**config.mk**
```make
export PLATFORM = sky130hd
export DESIGN_NAME = iss_source_select
export DESIGN_NICKNAME = d
export VERILOG_FILES = /design/src/shared/iss_pkg.sv /design/src/shared/iss_pair_if.sv /design/src/hdl/iss_pair_source.sv /design/src/hdl/iss_source_select.sv
export SDC_FILE = /design/constraint.sdc
export NUM_CORES = 1
export LEC_CHECK = 0
export ABC_AREA = 1
export BUFFER_PORTS_ARGS = -buffer_cell sky130_fd_sc_hd__buf_2
export CELL_PAD_IN_SITES_DETAIL_PLACEMENT = 2
export CELL_PAD_IN_SITES_GLOBAL_PLACEMENT = 2
export CORE_UTILIZATION = 23
export DETAILED_ROUTE_END_ITERATION = 10
export PLACE_DENSITY = 0.8
export SLEW_MARGIN = 20
export SYNTH_ARGS = -nofsm -noshare
export SYNTH_HDL_FRONTEND = slang
export SYNTH_HIERARCHICAL = 1
export SYNTH_SLANG_ARGS = --single-unit
```
**constraint.sdc**
```tcl
create_clock -name sys_clk -period 1.56 [get_ports sys_clk]
set_input_delay 0.312 -clock sys_clk [delete_from_list [all_inputs] [get_ports sys_clk]]
set_output_delay 0.312 -clock sys_clk [all_outputs]
set_load 0.005 [all_outputs]
```
**src/shared/iss_pkg.sv**
```systemverilog
// Constants for the internal input source select block.
// Assumes a 32-bit APB slave; each register is one aligned word at four times its index.
package iss_pkg;

	// ********************************************************
	// Register map
	// ********************************************************
	// Register indices; the byte address is four times the index.
	localparam logic [7:0]  IDX_MOD_SEL   = 8'h18;
	localparam logic [7:0]  IDX_DAC_SEL   = 8'h19;
	localparam logic [7:0]  IDX_TMR_SEL   = 8'h1a;
	localparam int          REG_W         = 16;
	localparam int          DATA_W        = 32;
	localparam logic [15:0] RST_MOD_SEL   = 16'h0000;
	localparam logic [15:0] RST_DAC_SEL   = 16'h0000;
	localparam logic [15:0] RST_TMR_SEL   = 16'h0000;
	// Bits that hold a field; every other bit is reserved and reads as zero.
	localparam logic [15:0] WMASK_MOD_SEL = 16'h003f;
	localparam logic [15:0] WMASK_DAC_SEL = 16'h0077;
	localparam logic [15:0] WMASK_TMR_SEL = 16'h1110;

	// ********************************************************
	// Field positions
	// ********************************************************
	localparam int SEL_W       = 3;
	localparam int PAIR23_LSB  = 3;
	localparam int PAIR01_LSB  = 0;
	localparam int DAC1_LSB    = 4;
	localparam int DAC0_LSB    = 0;
	localparam int TA3_BIT     = 12;
	localparam int TA2_BIT     = 8;
	localparam int TA1_BIT     = 4;

	// ********************************************************
	// Select codes
	// ********************************************************
	localparam logic [2:0] PAIR_PIN      = 3'h0;
	localparam logic [2:0] PAIR_TIMER    = 3'h1;
	localparam logic [2:0] PAIR_ADC      = 3'h2;
	localparam logic [2:0] PAIR_CMPA     = 3'h3;
	localparam logic [2:0] PAIR_CMPB     = 3'h4;
	localparam logic [2:0] DSYNC_PIT     = 3'h0;
	localparam logic [2:0] DSYNC_RELOAD  = 3'h3;
	localparam logic [2:0] DSYNC_TA0     = 3'h4;
	localparam logic [2:0] DSYNC_TA1     = 3'h5;

endpackage

```
**src/shared/iss_pair_if.sv**
```systemverilog
// Carries one modulator pair-source selection between the register block and the pair selector.
// Assumes both ends run on the same system clock.
`timescale 1ns/1ps
interface iss_pair_if #(
	parameter int ADC_W = 12
);
	logic [2:0]       sel;
	logic             pinIn;
	logic             timerIn;
	logic             cmpA;
	logic             cmpB;
	logic             adcValid;
	logic [ADC_W-1:0] adcResult;
	logic [ADC_W-1:0] highLimit;
	logic [ADC_W-1:0] lowLimit;
	logic             pairSource;
	logic             limitMode;
	logic             evenLevel;
	logic             oddLevel;

	modport ctrl (
		output sel, pinIn, timerIn, cmpA, cmpB, adcValid, adcResult, highLimit, lowLimit,
		input  pairSource, limitMode, evenLevel, oddLevel
	);
	modport pair (
		input  sel, pinIn, timerIn, cmpA, cmpB, adcValid, adcResult, highLimit, lowLimit,
		output pairSource, limitMode, evenLevel, oddLevel
	);
endinterface // iss_pair_if

```
**src/hdl/iss_pair_source.sv**
```systemverilog
// Source selector for one modulator output pair, with the ADC limit option.
// Assumes pin inputs are already synchronised and the ADC strobe is on the system clock.
`timescale 1ns/1ps
module iss_pair_source
	import iss_pkg::*;
(
	input  wire logic sys_clk,
	input  wire logic rstn,
	iss_pair_if.pair  pairBus
);

	typedef struct packed {
		logic evenLevel;
		logic oddLevel;
	} iss_pair_state_t;

	iss_pair_state_t state_q;
	iss_pair_state_t state_d;

	// ********************************************************
	// Limit tracking
	// ********************************************************
	// Between the two limits the pair keeps its last levels.
	always_comb begin
		state_d = state_q;
		if (pairBus.sel == PAIR_ADC && pairBus.adcValid) begin
			if (pairBus.adcResult > pairBus.highLimit) begin
				state_d.evenLevel = 1'b0;
				state_d.oddLevel  = 1'b1;
			end else if (pairBus.adcResult < pairBus.lowLimit) begin
				state_d.evenLevel = 1'b1;
				state_d.oddLevel  = 1'b0;
			end
		end
	end

	always_ff @(posedge sys_clk or negedge rstn) begin
		if (!rstn) begin
			state_q <= '0;
		end else begin
			state_q <= state_d;
		end
	end

	// ********************************************************
	// Source multiplexer
	// ********************************************************
	always_comb begin
		case (pairBus.sel)
			PAIR_PIN:   pairBus.pairSource = pairBus.pinIn;
			PAIR_TIMER: pairBus.pairSource = pairBus.timerIn;
			PAIR_ADC:   pairBus.pairSource = state_q.evenLevel;
			PAIR_CMPA:  pairBus.pairSource = pairBus.cmpA;
			PAIR_CMPB:  pairBus.pairSource = pairBus.cmpB;
			default:    pairBus.pairSource = 1'b0;
		endcase
	end

	assign pairBus.limitMode = (pairBus.sel == PAIR_ADC);
	assign pairBus.evenLevel = state_q.evenLevel;
	assign pairBus.oddLevel  = state_q.oddLevel;

endmodule // iss_pair_source

```
**src/hdl/iss_source_select.sv**
```systemverilog
// Internal input source select registers and multiplexers.
// Assumes an APB master on sys_clk; pins are asynchronous, all other inputs are on sys_clk.
//
// Contract
// - Pair 2/3 field bits 5..3: pin, timer ch2, ADC sample one, comparator A, comparator B.
// - ADC sample one above high limit drives output two low, output three high.
// - ADC sample one below low limit drives output two high, output three low.
// - Pair 0/1 field bits 2..0: pin, timer ch0, ADC sample zero, comparator A, B.
// - ADC sample zero above high limit drives output zero low, output one high.
// - ADC sample zero below low limit drives output zero high, output one low.
// - DAC one sync field bits 6..4: interval timer, reload sync, timer ch0, ch1.
// - DAC zero sync field bits 2..0 uses the same encoding as DAC one.
// - Bit 12 feeds timer input three from its pin or the reload sync.
// - Bit 8 feeds timer input two from its pin or comparator B.
// - Bit 4 feeds timer input one from its pin or comparator A.
//
// Local design decision: register access over APB.
`timescale 1ns/1ps
module iss_source_select
	import iss_pkg::*;
#(
	parameter int ADDR_W = 12,
	parameter int ADC_W  = 12
) (
	input  wire logic              sys_clk,
	input  wire logic              rstn,
	// APB slave.
	input  wire logic              psel,
	input  wire logic              penable,
	input  wire logic              pwrite,
	input  wire logic [ADDR_W-1:0] paddr,
	input  wire logic [31:0]       pwdata,
	input  wire logic [3:0]        pstrb,
	output      logic              pready,
	output      logic [31:0]       prdata,
	output      logic              pslverr,
	// Pins, asynchronous to sys_clk.
	input  wire logic              pair01SourceIn,
	input  wire logic              pair23SourceIn,
	input  wire logic              timerAIn1Pin,
	input  wire logic              timerAIn2Pin,
	input  wire logic              timerAIn3Pin,
	// Internal sources on sys_clk.
	input  wire logic              timerAChanZero,
	input  wire logic              timerAChanOne,
	input  wire logic              timerAChanTwo,
	input  wire logic              comparatorAOut,
	input  wire logic              comparatorBOut,
	input  wire logic              intervalTimerZeroOut,
	input  wire logic              reloadSync,
	input  wire logic              adcValidZero,
	input  wire logic [ADC_W-1:0]  adcResultZero,
	input  wire logic [ADC_W-1:0]  sampleZeroHighLimit,
	input  wire logic [ADC_W-1:0]  sampleZeroLowLimit,
	input  wire logic              adcValidOne,
	input  wire logic [ADC_W-1:0]  adcResultOne,
	input  wire logic [ADC_W-1:0]  sampleOneHighLimit,
	input  wire logic [ADC_W-1:0]  sampleOneLowLimit,
	// Modulator pair sources.
	output      logic              pair01Source,
	output      logic              pair01LimitMode,
	output      logic              pwm0Level,
	output      logic              pwm1Level,
	output      logic              pair23Source,
	output      logic              pair23LimitMode,
	output      logic              pwm2Level,
	output      logic              pwm3Level,
	// DAC sync inputs.
	output      logic              dac0Sync,
	output      logic              dac1Sync,
	// Timer inputs.
	output      logic              timerAIn1,
	output      logic              timerAIn2,
	output      logic              timerAIn3
);

	// ********************************************************
	// State
	// ********************************************************
	localparam int PIN_N = 5;
	localparam int PIN_P01 = 0;
	localparam int PIN_P23 = 1;
	localparam int PIN_TA1 = 2;
	localparam int PIN_TA2 = 3;
	localparam int PIN_TA3 = 4;

	typedef struct packed {
		logic [REG_W-1:0] modSel;
		logic [REG_W-1:0] dacSel;
		logic [REG_W-1:0] tmrSel;
		logic [31:0]      rdata;
		logic             rerr;
		logic [PIN_N-1:0] pinMeta;
		logic [PIN_N-1:0] pinSync;
	} iss_top_state_t;

	iss_top_state_t state_q;
	iss_top_state_t state_d;

	// ********************************************************
	// Helper functions
	// ********************************************************
	// True when the byte address is the aligned word of the given register index.
	function automatic logic hitReg(
		input logic [ADDR_W-1:0] addr,
		input logic [7:0]        idx
	);
		logic [ADDR_W-1:0] wordIdx;
		wordIdx = addr >> 2;
		return (addr[1:0] == 2'h0) && (wordIdx == ADDR_W'(idx));
	endfunction

	// Merges the enabled byte lanes of a write and drops reserved bits.
	function automatic logic [REG_W-1:0] laneMerge(
		input logic [REG_W-1:0] old,
		input logic [31:0]      wdata,
		input logic [3:0]       strb,
		input logic [REG_W-1:0] wmask
	);
		logic [REG_W-1:0] lanes;
		lanes = {{8{strb[1]}}, {8{strb[0]}}};
		return ((old & ~lanes) | (wdata[REG_W-1:0] & lanes)) & wmask;
	endfunction

	// Decodes a DAC sync select code; reserved codes give a quiet low.
	function automatic logic dacSyncMux(
		input logic [2:0] code,
		input logic       pit,
		input logic       reload,
		input logic       ta0,
		input logic       ta1
	);
		logic res;
		case (code)
			DSYNC_PIT:    res = pit;
			DSYNC_RELOAD: res = reload;
			DSYNC_TA0:    res = ta0;
			DSYNC_TA1:    res = ta1;
			default:      res = 1'b0;
		endcase
		return res;
	endfunction

	// ********************************************************
	// Bus decode
	// ********************************************************
	logic hitMod;
	logic hitDac;
	logic hitTmr;
	logic hitAny;
	logic setupPhase;
	logic writeNow;

	assign hitMod     = hitReg(paddr, IDX_MOD_SEL);
	assign hitDac     = hitReg(paddr, IDX_DAC_SEL);
	assign hitTmr     = hitReg(paddr, IDX_TMR_SEL);
	assign hitAny     = hitMod | hitDac | hitTmr;
	assign setupPhase = psel & ~penable;
	assign writeNow   = psel & penable & pwrite;

	// ********************************************************
	// Next state
	// ********************************************************
	// Read data and the error answer are captured in the setup cycle, so the
	// access phase always completes at once with stable data.
	always_comb begin
		state_d = state_q;
		state_d.pinMeta[PIN_P01] = pair01SourceIn;
		state_d.pinMeta[PIN_P23] = pair23SourceIn;
		state_d.pinMeta[PIN_TA1] = timerAIn1Pin;
		state_d.pinMeta[PIN_TA2] = timerAIn2Pin;
		state_d.pinMeta[PIN_TA3] = timerAIn3Pin;
		state_d.pinSync = state_q.pinMeta;
		if (setupPhase) begin
			state_d.rerr  = ~hitAny;
			state_d.rdata = '0;
			if (!pwrite) begin
				if (hitMod) begin
					state_d.rdata[REG_W-1:0] = state_q.modSel;
				end else if (hitDac) begin
					state_d.rdata[REG_W-1:0] = state_q.dacSel;
				end else if (hitTmr) begin
					state_d.rdata[REG_W-1:0] = state_q.tmrSel;
				end
			end
		end
		if (writeNow) begin
			if (hitMod) begin
				state_d.modSel = laneMerge(state_q.modSel, pwdata, pstrb, WMASK_MOD_SEL);
			end
			if (hitDac) begin
				state_d.dacSel = laneMerge(state_q.dacSel, pwdata, pstrb, WMASK_DAC_SEL);
			end
			if (hitTmr) begin
				state_d.tmrSel = laneMerge(state_q.tmrSel, pwdata, pstrb, WMASK_TMR_SEL);
			end
		end
	end

	// ********************************************************
	// Registers
	// ********************************************************
	always_ff @(posedge sys_clk or negedge rstn) begin
		if (!rstn) begin
			state_q        <= '0;
			state_q.modSel <= RST_MOD_SEL;
			state_q.dacSel <= RST_DAC_SEL;
			state_q.tmrSel <= RST_TMR_SEL;
		end else begin
			state_q <= state_d;
		end
	end

	assign pready  = 1'b1;
	assign prdata  = state_q.rdata;
	assign pslverr = psel & penable & state_q.rerr;

	// ********************************************************
	// Modulator pair sources
	// ********************************************************
	iss_pair_if #(.ADC_W(ADC_W)) pair01Bus ();
	iss_pair_if #(.ADC_W(ADC_W)) pair23Bus ();

	assign pair01Bus.sel       = state_q.modSel[PAIR01_LSB +: SEL_W];
	assign pair01Bus.pinIn     = state_q.pinSync[PIN_P01];
	assign pair01Bus.timerIn   = timerAChanZero;
	assign pair01Bus.cmpA      = comparatorAOut;
	assign pair01Bus.cmpB      = comparatorBOut;
	assign pair01Bus.adcValid  = adcValidZero;
	assign pair01Bus.adcResult = adcResultZero;
	assign pair01Bus.highLimit = sampleZeroHighLimit;
	assign pair01Bus.lowLimit  = sampleZeroLowLimit;

	assign pair23Bus.sel       = state_q.modSel[PAIR23_LSB +: SEL_W];
	assign pair23Bus.pinIn     = state_q.pinSync[PIN_P23];
	assign pair23Bus.timerIn   = timerAChanTwo;
	assign pair23Bus.cmpA      = comparatorAOut;
	assign pair23Bus.cmpB      = comparatorBOut;
	assign pair23Bus.adcValid  = adcValidOne;
	assign pair23Bus.adcResult = adcResultOne;
	assign pair23Bus.highLimit = sampleOneHighLimit;
	assign pair23Bus.lowLimit  = sampleOneLowLimit;

	iss_pair_source u_pair01 (
		.sys_clk (sys_clk),
		.rstn    (rstn),
		.pairBus (pair01Bus.pair)
	);

	iss_pair_source u_pair23 (
		.sys_clk (sys_clk),
		.rstn    (rstn),
		.pairBus (pair23Bus.pair)
	);

	assign pair01Source    = pair01Bus.pairSource;
	assign pair01LimitMode = pair01Bus.limitMode;
	assign pwm0Level       = pair01Bus.evenLevel;
	assign pwm1Level       = pair01Bus.oddLevel;
	assign pair23Source    = pair23Bus.pairSource;
	assign pair23LimitMode = pair23Bus.limitMode;
	assign pwm2Level       = pair23Bus.evenLevel;
	assign pwm3Level       = pair23Bus.oddLevel;

	// ********************************************************
	// DAC sync selection
	// ********************************************************
	assign dac1Sync = dacSyncMux(state_q.dacSel[DAC1_LSB +: SEL_W], intervalTimerZeroOut,
		reloadSync, timerAChanZero, timerAChanOne);
	assign dac0Sync = dacSyncMux(state_q.dacSel[DAC0_LSB +: SEL_W], intervalTimerZeroOut,
		reloadSync, timerAChanZero, timerAChanOne);

	// ********************************************************
	// Timer input selection
	// ********************************************************
	// The reload sync is only meaningful when both ends share a clock rate.
	assign timerAIn3 = state_q.tmrSel[TA3_BIT] ? reloadSync : state_q.pinSync[PIN_TA3];
	assign timerAIn2 = state_q.tmrSel[TA2_BIT] ? comparatorBOut : state_q.pinSync[PIN_TA2];
	assign timerAIn1 = state_q.tmrSel[TA1_BIT] ? comparatorAOut : state_q.pinSync[PIN_TA1];

endmodule // iss_source_select

```
==> Yosys cells after proc, flatten, opt, wreduce, memory -nomap -nowiden <==
Index checks and enable logic that the tools add are counted.
{ "totals": {"ff_bits": 46, "inputBits": 139, "output_inout_bits": 47, "word_cells": 80} }
{ "classes": {"magnitude_cmp": 4, "n_eq_ne": 17, "n_mux": 15, "n_bitwise": 16, "n_reduce_logical": 17} }
{ "op_table": {"columns": ["operator", "n"], "rows": [
  ["16-bit two-way mux", 2],
  ["10-bit by 5-bit equality test with 1-bit output, second input constant", 3],
  ["13-bit bitwise AND", 2],
  ["13-bit two-way mux", 2],
  ["12-bit greater-than comparator", 2],
  ["12-bit less-than comparator", 2],
  ["3-bit by 2-bit equality test with 1-bit output, second input constant", 6],
  ["3-bit equality test, second input constant", 6],
  ["13-bit NOT", 1],
  ["13-bit OR", 1],
  ["3-bit logical NOT", 4],
  ["1-bit one-hot mux with 5 select lines", 2],
  ["2-bit AND reduction", 5],
  ["2-bit two-way mux", 4],
  ["1-bit one-hot mux with 4 select lines", 2],
  ["7-bit bitwise AND", 1],
  ["7-bit OR", 1],
  ["6-bit bitwise AND", 1],
  ["3-bit by 1-bit equality test with 1-bit output, second input constant", 2],
  ["6-bit OR", 1],
  ["1-bit logical AND", 5],
  ["1-bit bitwise AND", 4],
  ["2-bit nonzero test", 2],
  ["1-bit two-way mux", 3],
  ["3 further kinds", 5]
]} }

==> Depth between registers and ports, before layout <==
Gate-level depths: netlist of the first run.
{ "logic_depth": {"ltp_word": 6, "mapped_depth": 12} }

==> By module <==
Netlist of the first run, hierarchy kept.
{ "modules_own_cells": {"columns": ["mod", "n_inst", "cells_per_inst", "area_per_inst_um2"], "rows": [
  ["iss_source_select", 1, 224, 1951.9],
  ["iss_pair_source at u_pair23", 1, 132, 795.8],
  ["iss_pair_source at u_pair01", 1, 133, 790.8]
]} }

==> Worst setup path before layout of the first run <==
OpenSTA, ideal clock, no wires.
{ "synth_timing": {"path_type": "input to register", "start": "input port sampleZeroLowLimit[11]", "end": "register u_pair01.state_q, in the netlist u_pair01/pairBus.evenLevel", "setup_ps": 122, "t_arrival_ps": 1206, "path_slack_ps": 232, "cell_stages": 8, "path_buffers": 0, "path_cell_list": "inv_1 ha_1 nand2_1 nor2_2 nand3_1 or2_0 nand3_2 a21oi_1"} }
{ "synth_between": {"elab_chain_len": 3} }
{ "synth_rtl": {"columns": ["item", "line_no", "text"], "rows": [
  ["start: declaration", "iss_source_select.sv:54", "input wire logic [ADC_W-1:0] sampleZeroLowLimit,"],
  ["12-bit less-than comparator", "iss_pair_source.sv:30", "end else if (pairBus.adcResult < pairBus.lowLimit) begin"],
  ["2-bit nonzero test (no source line)", null, null],
  ["2-bit AND reduction (no source line)", null, null],
  ["end signal: assignment", "iss_pair_source.sv:41", "state_q <= state_d;"],
  ["end: declaration", "iss_pair_source.sv:17", "iss_pair_state_t state_q;"]
]} }
No other way between the ends.
A chain may end at the register's enable or synchronous reset.

==> results by group, run 1 <==
Global route
  • Largest net degree at the start of global routing: 40
  • Tot GR Track Use: 14.5%
  • First-pass GRT wire length: 18.4 mm
  • Vias in the first global route: 3887
  • Initial antenna violation count: 0
  • GRT overflow: 0

Timing
  • Max-slew violation count: 0
  • Rel. slew slack: 65.5%
  • Final setup viols: 2
  • Actual slew at the worst max-slew pin: 517 ps
  • Final worst path period need: 1610 ps
  • FMAX: 0.620 GHz
  • Fin crit share: 103%
  • Skew final: 3.21 ps
  • Final WS setup: -51.7 ps
  • Final hold vios: 0
  • RSZ-0062 raised after global routing: yes
  • Final Hold Slack: 88.3 ps

Cells and area
  • Commonest non-fill, non-tap cell in the layout: buf_2
  • Area of the multi-input gates: 1990 um^2
  • Most frequent cells in the layout: 136 x buf_2, 127 x nand2_1, 98 x inv_1, 46 x ha_1, 34 x dfrtp_1
  • Register area: 982 um^2
  • Final Non-Filler Cells: 813
  • N_diodes: 0
  • Area delta synth->final: 27.4%
  • # fillers: 1795
  • Nets@finish: 813
  • Share of layout cells above drive strength 1: 33.4%

Yosys
  • Top cell type's share of synthesized area: 27.6%
  • Syn_area_per_cell: 7.24 um^2
  • Synth Area in Adders: 16.3%
  • Register area share after synthesis: 27.6%
  • Mapped cell area: 3540 um^2
  • Synth area leaders: dfrtp_1 28%, ha_1 16%, nand2_1 13%
  • Area leader, netlist: dfrtp_1
  • Compound-gate portion of the synthesized area: 7.92%
  • Largest family of logic cells by synthesized area: simple AND/OR/NAND/NOR gates
  • Ys Warns: 6
  • #FFs+latches synth: 39
  • Synth Instances: 489
  • Cell variety after synth: 30
  • Xor/xnor share of the synthesized area: 0%
  • Post-synthesis simple-gate area fraction: 28.3%
  • Multiplexer share of the synthesized area: 0.636%

Die
  • Die height: 126 um
  • Initial Util: 24.0%
  • Number of cell rows: 44
  • Io pins: 186
  • Die area: 15900 um^2
  • Core ar.: 14800 um^2
  • Die width: 126 um

Placed design
  • Dpl cells: 799
  • Gpl congestion: 0.793
  • Input/output buffers: 136
  • Dpl hpwl: 9.73 mm

Routing
  • DR WL/cell: 13.7 um
  • Vias after detailed routing: 3490
  • Post-Route WL: 11.1 mm
  • DRC viols: 0
  • Post-route antenna net violation count: 0
  • DR iter-0 viols: 89
  • Pre-Repair DR Iteration Count: 4
  • Vias/cell: 4.29

Status
  • Failing checks: setup timing
  • Run status: finished, violations left

Critical path
  • Worst EP required: 1250 ps
  • CP Class: reg -> out
  • Crit. End Element: output pin
  • Worst-path fanout max: 4
  • FF-to-FF setup slack: 260 ps
  • Worst EP arrival: 1300 ps
  • CP endpoint: pair23Source
  • Critical Path Start Type: flop
  • R2R Path End: u_pair23/pairBus.oddLevel$_DFFE_PN0P_
  • Path depth of the worst reg2reg path: 8

Clocking
  • CTS H-tree lvls: 2
  • CTS Buf Count: 5
  • Clk buf depth: 2
  • CTS Hold Bufs: 0
  • Root Buffer: clkbuf_16
  • Skew-Pair Late Insertion Delay: 280 ps
  • CTS tree: yes
  • CTS sink count: 39
  • Clock-pin slew on the worst setup and hold paths: 60 ps

Worst hold path
  • HP Class: in -> async

Power
  • Leakage: 2.72 nW
  • Peak supply drop: 0.321 mV
  • Final Power: 2.64 mW
  • Pwr per Cell Area: 585 nW/um^2

Run
  • Max Cap Viol: 0
metrics by stage:
step	utilization (%)	worst slack [ps]	TNS, ps	instance area (um^2)
after global placement	29.1	-27.7	-44.4	4300
after detailed placement	29.1	-64.2	-164	4300
after floorplan	-	232	0	3620
after global routing	30.6	-134	-262	4510
final	30.6	-51.7	-83.8	4510
after CTS	30.4	-65.0	-121	4490
metal layers:
metal  global-route usage [%]  part of all wire, %
met3                     1.91                  4.1
met2                     27.8                   53
met5                        0                    0
met4                     3.61                  1.1
met1                     16.9                   42
worst min-delay path by stage:
| stage | startpoint | cells past startpoint | end |
|---|---|---|---|
| after floorplan | rstn | 0 | async pin |
| after detailed placement | state_d[2]$_DFF_PN0_ | 0 | state_q[2]$_DFF_PN0_ |
| final | rstn | 2 | prdata[12]$_DFFE_PN0P_ |
| after global routing | rstn | 2 | async pin |
| after global placement | state_d[4]$_DFF_PN0_ | 0 | state_q[4]$_DFF_PN0_ |
| after CTS | rstn | 2 | prdata[12]$_DFFE_PN0P_ |
report_power, final:
| part | total, mW | internal, mW | switching (mW) |
|---|---|---|---|
| Clock | 0.985 | 0.591 | 0.394 |
| Sequential | 1.05 | 1.04 | 0.0104 |
| Combinational | 0.606 | 0.261 | 0.346 |
Yosys cell counts:
master and n:
nand2_1 127, inv_1 98, ha_1 46, dfrtp_1 39
buf_4 33, nor2_1 20, nand3_1 17, a21oi_1 16
o21ai_0 13, nand4_1 12, nand2_2 11, inv_2 10
nor2_2 9, o21ai_2 6, nor2_4 4, o21ai_1 4
a21o_1 3, nor3_1 3, o22ai_1 3, conb_1 2
mux2_2 2, nand3_2 2, nor2_8 2, a21oi_2 1
buf_8 1, inv_4 1, nand3_4 1, nand4_4 1
o31ai_2 1, or2_0 1
critical path: stages (launching register included):
cell and delay (ps):
dfrtp_2 440, nor2_4 130, o21ai_2 60, o21ai_1 90, inv_1 60, o22ai_1 90, buf_2 150
logic make-up after synthesis:
kind of cell    Yosys count
other cells               2
buf+inv                 143
fa+ha+maj                46
compound gates           47
mux                       2
simple gates            210
flops                    39
timing repair:
item | 4_1_cts | 5_1_grt
setup endpoints to repair | 2 | 3
cloned | 0 | 0
pin swaps | 2 | 2
gates resized for setup | 7 | 8
buffers inserted | 6 | 0
cell type report:
cell class,count,area share (%)
Sequential cell,39,21.8
Timing Repair Buffer,144,16.7
Clock buffer,7,2.94
Clock inverter,1,0.111
Multi-Input combinational cell,329,44.2
Tap cell,184,5.11
Inverter,109,9.13
No activity file was read; power rests on OpenSTA's default activity.
==> run 2, diff against run 1 <==
- CELL_PAD_IN_SITES_DETAIL_PLACEMENT: 2 -> 1
==> run 2 against run 1 <==
Against the previous run:
- the flow still finishes with violations (setup timing)
- clock skew rose by 1.7 ps
- die area did not move
- maximum frequency rose by 1.3%
- setup slack improved by 21 ps
- core utilization fell by 0.11 points
- critical path depth did not move
- global-route usage fell by 2.0 points
- first-iteration DRC count rose by 34%
- sequential power barely moved
- clock power fell by 0.7%
- sequential share of layout area barely moved
- cell count did not move
- critical endpoint is now pair01Source
- largest power group unchanged
==> results by group, run 2 (synthesis results as in run 1) <==
Placed design
  • Dpl ws: -53.1 ps
  • Dpl hpwl: 8.45 mm
  • Gpl congestion: 0.793
  • Input/output buffers: 136

Power
  • Sw frac: 27.8%
  • Seq pwr share: 40.1%
  • Switching pwr: 726 uW
  • Pwr per Cell Area: 581 nW/um^2
  • Clock power share: 37.5%
  • Leakage: 2.72 nW
  • Peak supply drop: 0.365 mV
  • Cell-internal power: 1.88 mW
  • Logic gate share of total power: 22.4%

Timing
  • RSZ-0062 raised after global routing: yes
  • FMAX: 0.629 GHz
  • Final WS setup: -30.3 ps
  • Final setup TNS: -57.6 ps
  • Skew final: 4.94 ps
  • Final worst path period need: 1590 ps
  • Rel. slew slack: 65.1%
  • Fin crit share: 102%
  • Final setup viols: 2
  • Max-slew violation count: 0
  • Final hold vios: 0
  • Actual slew at the worst max-slew pin: 524 ps

Routing
  • Vias/cell: 4.20
  • Pre-Repair DR Iteration Count: 4
  • DR WL/cell: 12.0 um
  • DRC viols: 0
  • Post-Route WL: 9.72 mm
  • Vias after detailed routing: 3414
  • Post-route antenna net violation count: 0
  • DR iter-0 viols: 119

Critical path
  • Worst-path fanout max: 4
  • CP Class: reg -> out
  • Worst EP required: 1250 ps
  • Critical Path Start Type: flop
  • CP endpoint: pair01Source
  • R2R Path End: u_pair23/pairBus.oddLevel$_DFFE_PN0P_
  • Crit. End Element: output pin
  • FF-to-FF setup slack: 300 ps
  • Path depth of the worst reg2reg path: 8
  • Worst EP arrival: 1280 ps

Clocking
  • CTS Hold Bufs: 0
  • CTS sink count: 39
  • Clock-pin slew on the worst setup and hold paths: 60 ps
  • CTS tree: yes
  • CTS Buf Count: 5
  • Skew-Pair Late Insertion Delay: 280 ps
  • Root Buffer: clkbuf_16
  • CTS H-tree lvls: 2
  • Clk buf depth: 2

Cells and area
  • # fillers: 1914
  • Area delta synth->final: 26.9%
  • N_diodes: 0
  • Nets@finish: 813
  • Most frequent cells in the layout: 136 x buf_2, 127 x nand2_1, 96 x inv_1, 46 x ha_1, 37 x dfrtp_1
  • Share of layout cells above drive strength 1: 32.9%
  • Commonest non-fill, non-tap cell in the layout: buf_2
  • Area of the multi-input gates: 1980 um^2
  • Register area: 978 um^2

Die
  • Die height: 126 um
  • Io pins: 186
  • Initial Util: 24.0%
  • Die width: 126 um
  • Number of cell rows: 44
  • Die area: 15900 um^2
  • Core ar.: 14800 um^2

Status
  • Failing checks: setup timing
  • Run status: finished, violations left

Global route
  • First-pass GRT wire length: 16.1 mm
  • Tot GR Track Use: 12.6%
  • Vias in the first global route: 3476
  • Largest net degree at the start of global routing: 40
  • Initial antenna violation count: 0
  • GRT overflow: 0

Worst hold path
  • HP Class: in -> async

Run
  • Max Cap Viol: 0
==> run 2: cell counts in the layout (fill, tap and decap cells not counted) <==
No cell type changed its count.
==> run 2: worst min path at each step <==
stage	from	end	slack, ps	cells after the start
6_report	rstn	prdata[12]$_DFFE_PN0P_	90	2
5_1_grt	rstn	prdata[12]$_DFFE_PN0P_	130	2
4_1_cts	rstn	prdata[12]$_DFFE_PN0P_	110	2
3_5_place_dp	state_d[2]$_DFF_PN0_	state_q[2]$_DFF_PN0_	340	0
3_3_place_gp	state_d[4]$_DFF_PN0_	state_q[4]$_DFF_PN0_	330	0
2_1_floorplan	rstn	async pin	20	0
==> run 2: timing repair <==
| item | CTS | global route |
|---|---|---|
| gates cloned | 0 | 0 |
| buffers inserted | 6 | 0 |
| pin swaps | 3 | 3 |
| resized for setup | 7 | 4 |
| endpoints found under the setup margin | 2 | 5 |
==> run 2: power groups by stage <==
stage,Combinational (mW),Sequential (mW),Clock (mW)
after floorplan,0.342,1.06,0
after CTS,0.600,1.05,1.01
final,0.585,1.05,0.978
after global placement,0.575,1.06,0
after detailed placement,0.595,1.07,0
after global routing,0.686,1.05,1.05
==> run 2: metrics by stage <==
step | cell area (um^2) | power, mW | hold slack, ps | util, % | std cells
detailed placement | 4300 | 1.66 | 336 | 29.1 | 799
global placement | 4300 | 1.64 | 333 | 29.1 | 799
finish | 4490 | 2.61 | 88.9 | 30.4 | 813
CTS | 4490 | 2.66 | 112 | 30.4 | 813
floorplan | 3620 | 1.41 | 16.4 | - | 511
global route | 4490 | 2.79 | 128 | 30.4 | 813
==> run 2: routing by layer <==
layer,track usage (%),routed length (um)
met1,15.6,4440
met2,22.2,4650
met3,1.91,480
met4,4.04,146
met5,0,0
==> run 2: layout make-up <==
cell class	count	area share, %
clock inverters	1	0.111
well taps	184	5.13
clock buffers	7	2.95
inverters	109	9.16
repair buffers	144	16.8
flip-flops and latches	39	21.8
multi-input cells	329	44.1
==> run 2: worst max-delay path, stage by stage (launching register included) <==
cell and delay [ps]:
dfrtp_1 430, nor2_2 140, o21ai_1 70, o21ai_1 70, inv_1 50, o22ai_1 100, buf_2 140
